`src/design/act_pkg.sv`:
```
`default_nettype none
package act_pkg;

    // clock and timing
    localparam int CLK_PERIOD_NS   = 8;
    localparam int PLL_SETTLE_MS   = 10;
    localparam int PLL_SETTLE_CYC  = (PLL_SETTLE_MS * 1000000 + CLK_PERIOD_NS - 1) / CLK_PERIOD_NS;
    localparam int SHUTDOWN_TICKS  = 32;
    localparam int FRAC_SCALE      = 10000;
    localparam logic [27:0] PLL_ACC_CAP = 28'h4000000;

    // register offsets
    localparam logic [7:0] OFS_ROOT_SEL     = 8'h04;
    localparam logic [7:0] OFS_PLL_PR       = 8'h05;
    localparam logic [7:0] OFS_PLL_J        = 8'h06;
    localparam logic [7:0] OFS_PLL_D_HI     = 8'h07;
    localparam logic [7:0] OFS_PLL_D_LO     = 8'h08;
    localparam logic [7:0] OFS_FIRST_DIV    = 8'h0b;
    localparam logic [7:0] OFS_SECOND_DIV   = 8'h0c;
    localparam logic [7:0] OFS_OSR_HI       = 8'h0d;
    localparam logic [7:0] OFS_OSR_LO       = 8'h0e;
    localparam logic [7:0] OFS_GP_SEL       = 8'h19;
    localparam logic [7:0] OFS_GP_DIV       = 8'h1a;
    localparam logic [7:0] OFS_IF_SETUP     = 8'h1b;
    localparam logic [7:0] OFS_BCLK_SEL     = 8'h1d;
    localparam logic [7:0] OFS_BCLK_DIV     = 8'h1e;
    localparam logic [7:0] OFS_DAC_STATUS   = 8'h25;
    localparam logic [7:0] OFS_AUX_CTRL     = 8'h34;
    localparam logic [7:0] OFS_AUX_STATUS   = 8'h35;

    // field positions
    localparam int PLL_EN_BIT     = 7;
    localparam int PLL_MODE_BIT   = 6;
    localparam int DIV_EN_BIT     = 7;
    localparam int BCLK_DRIVE_BIT = 3;
    localparam int DAC_FLAG_BIT   = 7;
    localparam int MOD_FLAG_BIT   = 3;
    localparam int GP_OE_BIT      = 0;
    localparam int PLL_READY_BIT  = 0;

    // reset values
    localparam logic [7:0]  RST_PLL_PR  = 8'h11;
    localparam logic [5:0]  RST_PLL_J   = 6'h04;
    localparam logic [13:0] RST_PLL_D   = 14'h0000;
    localparam logic [6:0]  RST_DIV     = 7'h01;
    localparam logic [9:0]  RST_OSR     = 10'h080;
    localparam logic [7:0]  RST_BYTE    = 8'h00;

    // root clock source codes
    localparam logic [1:0] ROOT_MCLK = 2'h0;
    localparam logic [1:0] ROOT_BCLK = 2'h1;
    localparam logic [1:0] ROOT_GP   = 2'h2;
    localparam logic [1:0] ROOT_PLL  = 2'h3;

    typedef struct packed {
        logic [7:0] addr;
        logic [7:0] wdata;
        logic       wr;
        logic       rd;
    } act_bus_req_s;

    typedef struct packed {
        logic        en;
        logic [2:0]  p;
        logic [3:0]  r;
        logic [5:0]  j;
        logic [13:0] d;
    } act_pll_cfg_s;

    typedef enum logic [1:0] {DAC_OFF, DAC_RUN, DAC_SHUT} act_dac_state_e;

endpackage
`default_nettype wire

```
`src/design/act_clock_tree.sv`:
```
// Functional notes
// - modulator clock is root over first times second divider; sample rate further over oversampling.
// - first divider reg 11 bits 6..0, second reg 12, oversampling 10 bits in 13/14.
// - bit 7 of regs 11 and 12 enable dividers; both needed before DAC powers up.
// - DAC power-down runs a shutdown sequence that needs both dividers running.
// - reg 37 bits 7 and 3 show DAC power status, read only.
// - when reg 27 bit 3 set, bit clock pin driven by source over reg 30 value.
// - reg 29 bits 1..0 pick processing clock or modulator clock for bit clock divider.
// - general-purpose pin may output its source divided by reg 26 value 1..128.
// - reg 25 bits 2..0 choose the source of the general-purpose clock divider.
// - reg 5 bit 7 switches the PLL on and off.
// - enabled PLL output equals input times R times J.D over P.
// - P in reg 5 bits 6..4 default 1; R in bits 3..0 default 1.
// - J in reg 6 bits 5..0, range 1 to 63, default 4; the code also stores and uses 0.
// - D is 14 bits, high part reg 7 bits 5..0, low part reg 8.
// - new D applies only when reg 8 write completes after reg 7.
// - PLL output usable only after a settling time of 10 ms.
// - PLL runs independently and may feed the general-purpose pin.
// - reg 4 bits 1..0 pick root from master, bit clock, gp pin or PLL.
// - root clock from any pin passes through the divider chain.
`default_nettype none

module act_tick_div #(
    parameter int W = 7
) (
    // clock and reset
    input  wire logic         clk,
    input  wire logic         reset,
    // control
    input  wire logic         en,
    input  wire logic         tick_in,
    input  wire logic [W-1:0] div,
    // divided enable
    output var  logic         tick_out
);
    logic [W-1:0] cnt_reg;
    logic [W-1:0] last;

    if (W < 2) begin : g_chk
        $error("act_tick_div: W must be at least 2");
    end

    // zero wraps to all ones: division by 2**W
    assign last = div - {{(W-1){1'b0}}, 1'b1};

    always_ff @(posedge clk) begin
        if (reset || !en) begin
            cnt_reg  <= '0;
            tick_out <= 1'b0;
        end else begin
            tick_out <= 1'b0;
            if (tick_in) begin
                if (cnt_reg == last) begin
                    cnt_reg  <= '0;
                    tick_out <= 1'b1;
                end else begin
                    cnt_reg <= cnt_reg + {{(W-1){1'b0}}, 1'b1};
                end
            end
        end
    end
endmodule // act_tick_div

module act_clock_tree #(
    parameter int PLL_SETTLE_CYCLES = act_pkg::PLL_SETTLE_CYC,
    parameter int SHUT_TICKS        = act_pkg::SHUTDOWN_TICKS
) (
    // clock and reset
    input  wire logic                  clk,
    input  wire logic                  reset,
    // register port
    input  wire act_pkg::act_bus_req_s bus_req,
    output var  logic [7:0]            rdata,
    // clock pins
    input  wire logic                  mclk_in,
    input  wire logic                  bclk_in,
    output var  logic                  bclk_out,
    output var  logic                  bclk_oe,
    input  wire logic                  gp_in,
    output var  logic                  gp_out,
    output var  logic                  gp_oe,
    // DAC channel
    input  wire logic                  dac_power_up,
    output var  logic                  dac_running,
    output var  logic                  proc_tick,
    output var  logic                  mod_tick,
    output var  logic                  fs_tick
);
    import act_pkg::*;

    localparam int SW = $clog2(PLL_SETTLE_CYCLES + 1);
    localparam int CW = $clog2(SHUT_TICKS + 1);

    if (PLL_SETTLE_CYCLES < 1 || SHUT_TICKS < 1) begin : g_chk
        $error("act_clock_tree: counts must be at least 1");
    end

    // register storage
    logic [1:0]   root_sel_reg;
    logic         pll_mode_reg;
    act_pll_cfg_s pll_cfg_reg;
    logic [5:0]   d_hi_shadow_reg;
    logic         first_en_reg;
    logic [6:0]   first_val_reg;
    logic         second_en_reg;
    logic [6:0]   second_val_reg;
    logic [9:0]   osr_reg;
    logic [2:0]   gp_sel_reg;
    logic [6:0]   gp_div_reg;
    logic [7:0]   if_setup_reg;
    logic [7:0]   bclk_sel_reg;
    logic [6:0]   bclk_div_reg;
    logic [2:0]   aux_ctrl_reg;

    logic wr;
    logic [7:0] addr;
    logic [7:0] wd;
    assign wr   = bus_req.wr;
    assign addr = bus_req.addr;
    assign wd   = bus_req.wdata;

    always_ff @(posedge clk) begin
        if (reset) begin
            root_sel_reg    <= ROOT_MCLK;
            pll_mode_reg    <= 1'b0;
            pll_cfg_reg     <= {RST_PLL_PR, RST_PLL_J, RST_PLL_D};
            d_hi_shadow_reg <= RST_PLL_D[13:8];
            first_en_reg    <= 1'b0;
            first_val_reg   <= RST_DIV;
            second_en_reg   <= 1'b0;
            second_val_reg  <= RST_DIV;
            osr_reg         <= RST_OSR;
            gp_sel_reg      <= RST_BYTE[2:0];
            gp_div_reg      <= RST_DIV;
            if_setup_reg    <= RST_BYTE;
            bclk_sel_reg    <= RST_BYTE;
            bclk_div_reg    <= RST_DIV;
            aux_ctrl_reg    <= RST_BYTE[2:0];
        end else if (wr) begin
            case (addr)
                OFS_ROOT_SEL: begin
                    root_sel_reg <= wd[1:0];
                    pll_mode_reg <= wd[PLL_MODE_BIT];
                end
                OFS_PLL_PR: begin
                    pll_cfg_reg.en <= wd[PLL_EN_BIT];
                    pll_cfg_reg.p  <= wd[6:4];
                    pll_cfg_reg.r  <= wd[3:0];
                end
                OFS_PLL_J:    pll_cfg_reg.j <= wd[5:0];
                OFS_PLL_D_HI: d_hi_shadow_reg <= wd[5:0];
                OFS_PLL_D_LO: pll_cfg_reg.d <= {d_hi_shadow_reg, wd};
                OFS_FIRST_DIV: begin
                    first_en_reg  <= wd[DIV_EN_BIT];
                    first_val_reg <= wd[6:0];
                end
                OFS_SECOND_DIV: begin
                    second_en_reg  <= wd[DIV_EN_BIT];
                    second_val_reg <= wd[6:0];
                end
                OFS_OSR_HI:   osr_reg[9:8] <= wd[1:0];
                OFS_OSR_LO:   osr_reg[7:0] <= wd;
                OFS_GP_SEL:   gp_sel_reg <= wd[2:0];
                OFS_GP_DIV:   gp_div_reg <= wd[6:0];
                OFS_IF_SETUP: if_setup_reg <= wd;
                OFS_BCLK_SEL: bclk_sel_reg <= wd;
                OFS_BCLK_DIV: bclk_div_reg <= wd[6:0];
                OFS_AUX_CTRL: aux_ctrl_reg <= wd[2:0];
                default: ;
            endcase
        end
    end

    // pin inputs: three stages, level accepted once stages two and three agree
    logic [2:0] pin_s1;
    logic [2:0] pin_s2;
    logic [2:0] pin_s3;
    logic [2:0] pin_lvl;
    logic [2:0] pin_lvl_d;
    logic [2:0] pin_edge;

    always_ff @(posedge clk) begin
        if (reset) begin
            pin_s1    <= 3'h0;
            pin_s2    <= 3'h0;
            pin_s3    <= 3'h0;
            pin_lvl   <= 3'h0;
            pin_lvl_d <= 3'h0;
        end else begin
            pin_s1    <= {gp_in, bclk_in, mclk_in};
            pin_s2    <= pin_s1;
            pin_s3    <= pin_s2;
            pin_lvl_d <= pin_lvl;
            for (int i = 0; i < 3; i++) begin
                if (pin_s2[i] == pin_s3[i]) begin
                    pin_lvl[i] <= pin_s3[i];
                end
            end
        end
    end

    assign pin_edge = pin_lvl & ~pin_lvl_d;

    // fractional synthesizer as a rate accumulator, at most one tick per cycle
    logic        synth_input_clock;
    logic [3:0]  p_val;
    logic [4:0]  r_val;
    logic [27:0] pll_inc;
    logic [27:0] pll_thresh;
    logic [27:0] pll_acc_reg;
    logic [27:0] acc_add;
    logic [27:0] acc_sub;
    logic        pll_due;
    logic        pll_tick_reg;
    logic        pll_ready_reg;
    logic [SW-1:0] settle_cnt_reg;

    assign synth_input_clock = (aux_ctrl_reg[2:1] == ROOT_BCLK) ? pin_edge[1] :
                               (aux_ctrl_reg[2:1] == ROOT_GP)   ? pin_edge[2] : pin_edge[0];
    assign p_val      = {pll_cfg_reg.p == 3'h0, pll_cfg_reg.p};
    assign r_val      = {pll_cfg_reg.r == 4'h0, pll_cfg_reg.r};
    assign pll_inc    = 28'(r_val) * (28'(pll_cfg_reg.j) * 28'(FRAC_SCALE)
                        + 28'(pll_cfg_reg.d));
    assign pll_thresh = 28'(p_val) * 28'(FRAC_SCALE);
    assign pll_due    = pll_acc_reg >= pll_thresh;
    assign acc_add    = (synth_input_clock && pll_acc_reg < PLL_ACC_CAP) ? pll_inc : 28'h0;
    assign acc_sub    = pll_due ? pll_thresh : 28'h0;

    always_ff @(posedge clk) begin
        if (reset || !pll_cfg_reg.en) begin
            pll_acc_reg  <= 28'h0;
            pll_tick_reg <= 1'b0;
        end else begin
            pll_acc_reg  <= pll_acc_reg + acc_add - acc_sub;
            pll_tick_reg <= pll_due && pll_ready_reg;
        end
    end

    always_ff @(posedge clk) begin
        if (reset || !pll_cfg_reg.en) begin
            settle_cnt_reg <= '0;
            pll_ready_reg  <= 1'b0;
        end else if (!pll_ready_reg) begin
            settle_cnt_reg <= settle_cnt_reg + {{(SW-1){1'b0}}, 1'b1};
            if (settle_cnt_reg == SW'(PLL_SETTLE_CYCLES - 1)) begin
                pll_ready_reg <= 1'b1;
            end
        end
    end

    // root clock and divider chain
    logic root_codec_clock;
    always_comb begin
        case (root_sel_reg)
            ROOT_MCLK: root_codec_clock = pin_edge[0];
            ROOT_BCLK: root_codec_clock = pin_edge[1];
            ROOT_GP:   root_codec_clock = pin_edge[2];
            ROOT_PLL:  root_codec_clock = pll_tick_reg;
            default:   root_codec_clock = 1'b0;
        endcase
    end

    act_tick_div #(.W(7)) u_first (
        .clk      (clk),
        .reset    (reset),
        .en       (first_en_reg),
        .tick_in  (root_codec_clock),
        .div      (first_val_reg),
        .tick_out (proc_tick)
    );

    act_tick_div #(.W(7)) u_second (
        .clk      (clk),
        .reset    (reset),
        .en       (second_en_reg),
        .tick_in  (proc_tick),
        .div      (second_val_reg),
        .tick_out (mod_tick)
    );

    act_tick_div #(.W(10)) u_osr (
        .clk      (clk),
        .reset    (reset),
        .en       (first_en_reg && second_en_reg),
        .tick_in  (mod_tick),
        .div      (osr_reg),
        .tick_out (fs_tick)
    );

    // bit clock and general-purpose clock outputs
    logic bitclk_divider_source;
    logic gpclk_divider_source;
    assign bitclk_divider_source = (bclk_sel_reg[1:0] == 2'h1) ? mod_tick : proc_tick;

    always_comb begin
        case (gp_sel_reg)
            3'h0:    gpclk_divider_source = root_codec_clock;
            3'h1:    gpclk_divider_source = pll_tick_reg;
            3'h2:    gpclk_divider_source = proc_tick;
            3'h3:    gpclk_divider_source = mod_tick;
            3'h4:    gpclk_divider_source = fs_tick;
            3'h5:    gpclk_divider_source = bclk_out;
            default: gpclk_divider_source = root_codec_clock;
        endcase
    end

    act_tick_div #(.W(7)) u_bclk (
        .clk      (clk),
        .reset    (reset),
        .en       (if_setup_reg[BCLK_DRIVE_BIT]),
        .tick_in  (bitclk_divider_source),
        .div      (bclk_div_reg),
        .tick_out (bclk_out)
    );

    act_tick_div #(.W(7)) u_gp (
        .clk      (clk),
        .reset    (reset),
        .en       (aux_ctrl_reg[GP_OE_BIT]),
        .tick_in  (gpclk_divider_source),
        .div      (gp_div_reg),
        .tick_out (gp_out)
    );

    always_ff @(posedge clk) begin
        if (reset) begin
            bclk_oe <= 1'b0;
            gp_oe   <= 1'b0;
        end else begin
            bclk_oe <= if_setup_reg[BCLK_DRIVE_BIT];
            gp_oe   <= aux_ctrl_reg[GP_OE_BIT];
        end
    end

    // DAC power sequencing; shutdown counts modulator ticks, so it stalls without them
    act_dac_state_e dac_state_reg;
    logic [CW-1:0]  shut_cnt_reg;

    always_ff @(posedge clk) begin
        if (reset) begin
            dac_state_reg <= DAC_OFF;
            shut_cnt_reg  <= '0;
        end else begin
            case (dac_state_reg)
                DAC_OFF: begin
                    shut_cnt_reg <= '0;
                    if (dac_power_up && first_en_reg && second_en_reg) begin
                        dac_state_reg <= DAC_RUN;
                    end
                end
                DAC_RUN: begin
                    if (!dac_power_up) begin
                        dac_state_reg <= DAC_SHUT;
                    end
                end
                DAC_SHUT: begin
                    if (mod_tick) begin
                        shut_cnt_reg <= shut_cnt_reg + {{(CW-1){1'b0}}, 1'b1};
                        if (shut_cnt_reg == CW'(SHUT_TICKS - 1)) begin
                            dac_state_reg <= DAC_OFF;
                        end
                    end
                end
                default: dac_state_reg <= DAC_OFF;
            endcase
        end
    end

    always_ff @(posedge clk) begin
        if (reset) begin
            dac_running <= 1'b0;
        end else begin
            dac_running <= (dac_state_reg == DAC_RUN);
        end
    end

    // register read, data valid the cycle after the strobe only
    logic [7:0] rd_mux;
    always_comb begin
        rd_mux = 8'h00;
        case (addr)
            OFS_ROOT_SEL:   rd_mux = {1'b0, pll_mode_reg, 4'h0, root_sel_reg};
            OFS_PLL_PR:     rd_mux = {pll_cfg_reg.en, pll_cfg_reg.p, pll_cfg_reg.r};
            OFS_PLL_J:      rd_mux = {2'h0, pll_cfg_reg.j};
            OFS_PLL_D_HI:   rd_mux = {2'h0, d_hi_shadow_reg};
            OFS_PLL_D_LO:   rd_mux = pll_cfg_reg.d[7:0];
            OFS_FIRST_DIV:  rd_mux = {first_en_reg, first_val_reg};
            OFS_SECOND_DIV: rd_mux = {second_en_reg, second_val_reg};
            OFS_OSR_HI:     rd_mux = {6'h00, osr_reg[9:8]};
            OFS_OSR_LO:     rd_mux = osr_reg[7:0];
            OFS_GP_SEL:     rd_mux = {5'h00, gp_sel_reg};
            OFS_GP_DIV:     rd_mux = {1'b0, gp_div_reg};
            OFS_IF_SETUP:   rd_mux = if_setup_reg;
            OFS_BCLK_SEL:   rd_mux = bclk_sel_reg;
            OFS_BCLK_DIV:   rd_mux = {1'b0, bclk_div_reg};
            OFS_DAC_STATUS: begin
                rd_mux[DAC_FLAG_BIT] = (dac_state_reg != DAC_OFF);
                rd_mux[MOD_FLAG_BIT] = (dac_state_reg != DAC_OFF);
            end
            OFS_AUX_CTRL:   rd_mux = {5'h00, aux_ctrl_reg};
            OFS_AUX_STATUS: rd_mux[PLL_READY_BIT] = pll_ready_reg;
            default:        rd_mux = 8'h00;
        endcase
    end

    always_ff @(posedge clk) begin
        if (reset) begin
            rdata <= 8'h00;
        end else begin
            rdata <= bus_req.rd ? rd_mux : 8'h00;
        end
    end
endmodule // act_clock_tree
`default_nettype wire

```
`config.mk`:
```
export PLATFORM = sky130hd
export DESIGN_NAME = act_clock_tree
export DESIGN_NICKNAME = d
export VERILOG_FILES = /design/src/design/act_pkg.sv /design/src/design/act_clock_tree.sv
export SDC_FILE = /design/constraint.sdc
export NUM_CORES = 1
export LEC_CHECK = 0
export BUFFER_PORTS_ARGS = -buffer_cell sky130_fd_sc_hd__buf_4
export CORE_UTILIZATION = 58
export CTS_CLUSTER_DIAMETER = 150
export DETAILED_ROUTE_END_ITERATION = 10
export PLACE_DENSITY = 0.9
export SYNTH_ARGS = -nofsm -noshare
export SYNTH_HDL_FRONTEND = slang
export SYNTH_SLANG_ARGS = --single-unit
```
`constraint.sdc`:
```
create_clock -name clk -period 8.2 [get_ports clk]
set_input_delay 1.64 -clock clk [delete_from_list [all_inputs] [get_ports clk]]
set_output_delay 1.64 -clock clk [all_outputs]
set_load 0.02 [all_outputs]
```
==> out/results.ini <==
[detailed_routing]
ant_nets = 0
vias = 16900
dr.pass1.iters = 7
wl_per_cell_um = 18.1
drt_wl_total_um = 49900
drc_errors = 0
via_per_inst = 6.13
drtIter0Drc = 1652

[synth]
netlist_area_sq_um = 18000
synth_common_cells = nand2_1 (244), dfxtp_1 (227), nor2_1 (213), inv_1 (204), a21oi_1 (155)
synth_top_area_share_pct = 25.3
synth.most_common_cell = nand2_1
synth_area_leaders = dfxtp_1 (25%), ha_1 (10%), fa_1 (8.9%), nand2_1 (5.1%), nor2_1 (4.5%)
yosysTopAreaCell = dfxtp_1
postSynthCellCount = 2247
synth.yosys.seq_area_share_pct = 25.3
syn_area_per_cell_sq_um = 7.99
synth_edf_count = 0
synth_ff_type = dfxtp_1
yosys_warnings = 0
ys_ff_latch = 227
ys_types = 85
async_flop_share_pct = 0

[placement]
dp_hpwl_um = 36200
place.gp.congestion = 0.984
io_buffer_count = 39
place_ws_ps = -408
placed_cell_area_sq_um = 19500

[job]
cap_viol_max_count = 0

[power_and_ir_drop]
p_total_mw = 2.32
p_per_area_nw_per_um2 = 111
p_leak_nw = 9.00
max-vdd-ir-drop_mv = 0.179

[min_path]
hold_class = flop to flop

[global_route]
grt_pass1_wl_um = 81000
overflow = 0
grt_max_degree = 75
grt_pass1_vias = 17100
grt.total_usage_pct = 31.3
antenna_found_initial = 0

[run_status]
status = complete, but fails checks
violations = setup timing

[timing]
fin_skew_ps = 29.3
rsz0062_at_grt = yes
slew_headroom_pct = 22.2
finalHoldViolations = 0
fin_ws_ps = -277
max_freq_mhz = 118
finalCritPeriodShare_pct = 103
tightest_slew_ps = 1170
fin_setup_tns_ps = -915
maxSlewViolCount = 0
min_period_ps = 8480
setup_violations = 9

[floorplanning]
rows = 64
design.die.area_sq_um = 31700
dieHeight_um = 178
design.core.area_sq_um = 30500
io_pins = 40
fp.dieW_um = 178
initial_core_util_pct = 58.9

[setup_path]
cpMaxStageDelayCell = fa_1
path_class = flop to flop
cp-start-kind = flop
cp-end-kind = flop
max_stage_delay_ps = 580
critPathRequiredTime_ps = 8610
cp.arrival_ps = 8890
crit_fanout = 4
cpMostUsedCell = fa_1
r2r_slack_ps = -280

[cts]
ctsHoldBuffers = 0
cts-root-buf = clkbuf_16
cts.path.max_buffers = 3
clkLatencyLatePin_ps = 560
clk_pin_slew_ps = 60
cts_sinks = 227
cts_tree = built
cts_buffers = 25
htreeDepth = 1

[final_layout]
fin_nets = 2603
largest_register_ffs = 28
finish.utilization_pct = 68.5
fin_area_sq_um = 20900
drive_above_1_share_pct = 14.7
antenna_cells = 0
areaGrowthSynthToFinish_pct = 16.4

## path summary, 6_finish.rpt
check	cells after the start	from	to
min reg2reg	2	if_setup_reg[1]	if_setup_reg[1]
max reg2reg	36	pll_cfg_reg[16]	pll_acc_reg[25]
min	2	if_setup_reg[1]	if_setup_reg[1]
max	36	pll_cfg_reg[16]	pll_acc_reg[25]
## where the power goes
part	switching (mW)	leakage (nW)	internal, mW	total, mW
Clock	0.470	0.373	0.630	1.10
Combinational	0.0748	6.79	0.0429	0.118
Sequential	0.00178	1.83	1.10	1.11
Total	0.546	9.00	1.78	2.32
## placed cells by master (no fill, tap or decap), drive strengths merged, types with 8 or more instances in the layout
cell type  Yosys  final
fa            80     80
o21a          17     17
and3          31     31
o21bai        11     11
nor3          52     52
a21oi        155    155
dfxtp        227    227
a31oi         13     13
mux2i         49     49
nor3b         12     12
ha           149    149
xnor2         76     76
a21o          29     29
a222oi         8      8
nand3         77     77
buf           20    174
nand2        245    245
nand2b        20     20
clkbuf        83     36
nand4         31     31
inv          204    205
nor4          15     15
o21ai         73     73
nor2         214    214
xor2          67     67
and2          60     60
a221oi         9      9
nor2b         47     47
a22oi         10     10
o211ai        10     10
nand3b        12     12
a211o         15     15
a211oi        15     15
## cells by family (layout without fill, tap and decap cells)
| kind of cell | Yosys count | in the layout | share of synthesized area, % |
|---|---|---|---|
| mux | 58 | 58 | 3.42 |
| fa+ha+maj | 229 | 229 | 19.3 |
| buf+inv | 309 | 422 | 6.55 |
| xor+xnor | 144 | 144 | 7.11 |
| compound gates | 427 | 427 | 15.4 |
| flops | 227 | 227 | 25.3 |
| simple gates | 851 | 851 | 22.9 |
| other cells | 2 | 7 | 0.0418 |
## stage by stage
step           instances  hold slack, ps
2_1_floorplan       2252             414
6_report            2761             461
3_5_place_dp        2705             442
5_1_grt             2761             472
3_3_place_gp        2705             421
4_1_cts             2759             455
## worst max-delay path, delay by kind of cell, from the launching register on
kind	cells	cell delay, ps
fa+ha+maj	11	4070
compound gates	9	1460
simple gates	5	1410
buf+inv	8	490
flops	1	330
mux	1	310
xor+xnor	2	280
## layer usage
layer / global-route usage, % / routed length, um / vias to the layer above
li1: - / - / 7868
met1: 36.3 / 18700 / 7963
met2: 55.2 / 24400 / 843
met3: 4.39 / 3980 / 264
met4: 17.6 / 2810 / 0
met5: 0 / 0 / -
## what timing repair did
item | CTS | global route
pin swaps | 36 | 23
resized for setup | 46 | 52
buffers inserted | 13 | 3
endpoints found under the setup margin | 11 | 12
## layout make-up
class	instances	area [sq um]
Timing Repair Buffer	174	1340
Tap cell	396	495
Multi-Input combinational cell	1716	12900
Clock buffer	36	707
Clock inverter	6	77.6
Inverter	206	773
Sequential cell	227	4560
Fill cell	2235	9610
Power figures use the tool's default switching activity.
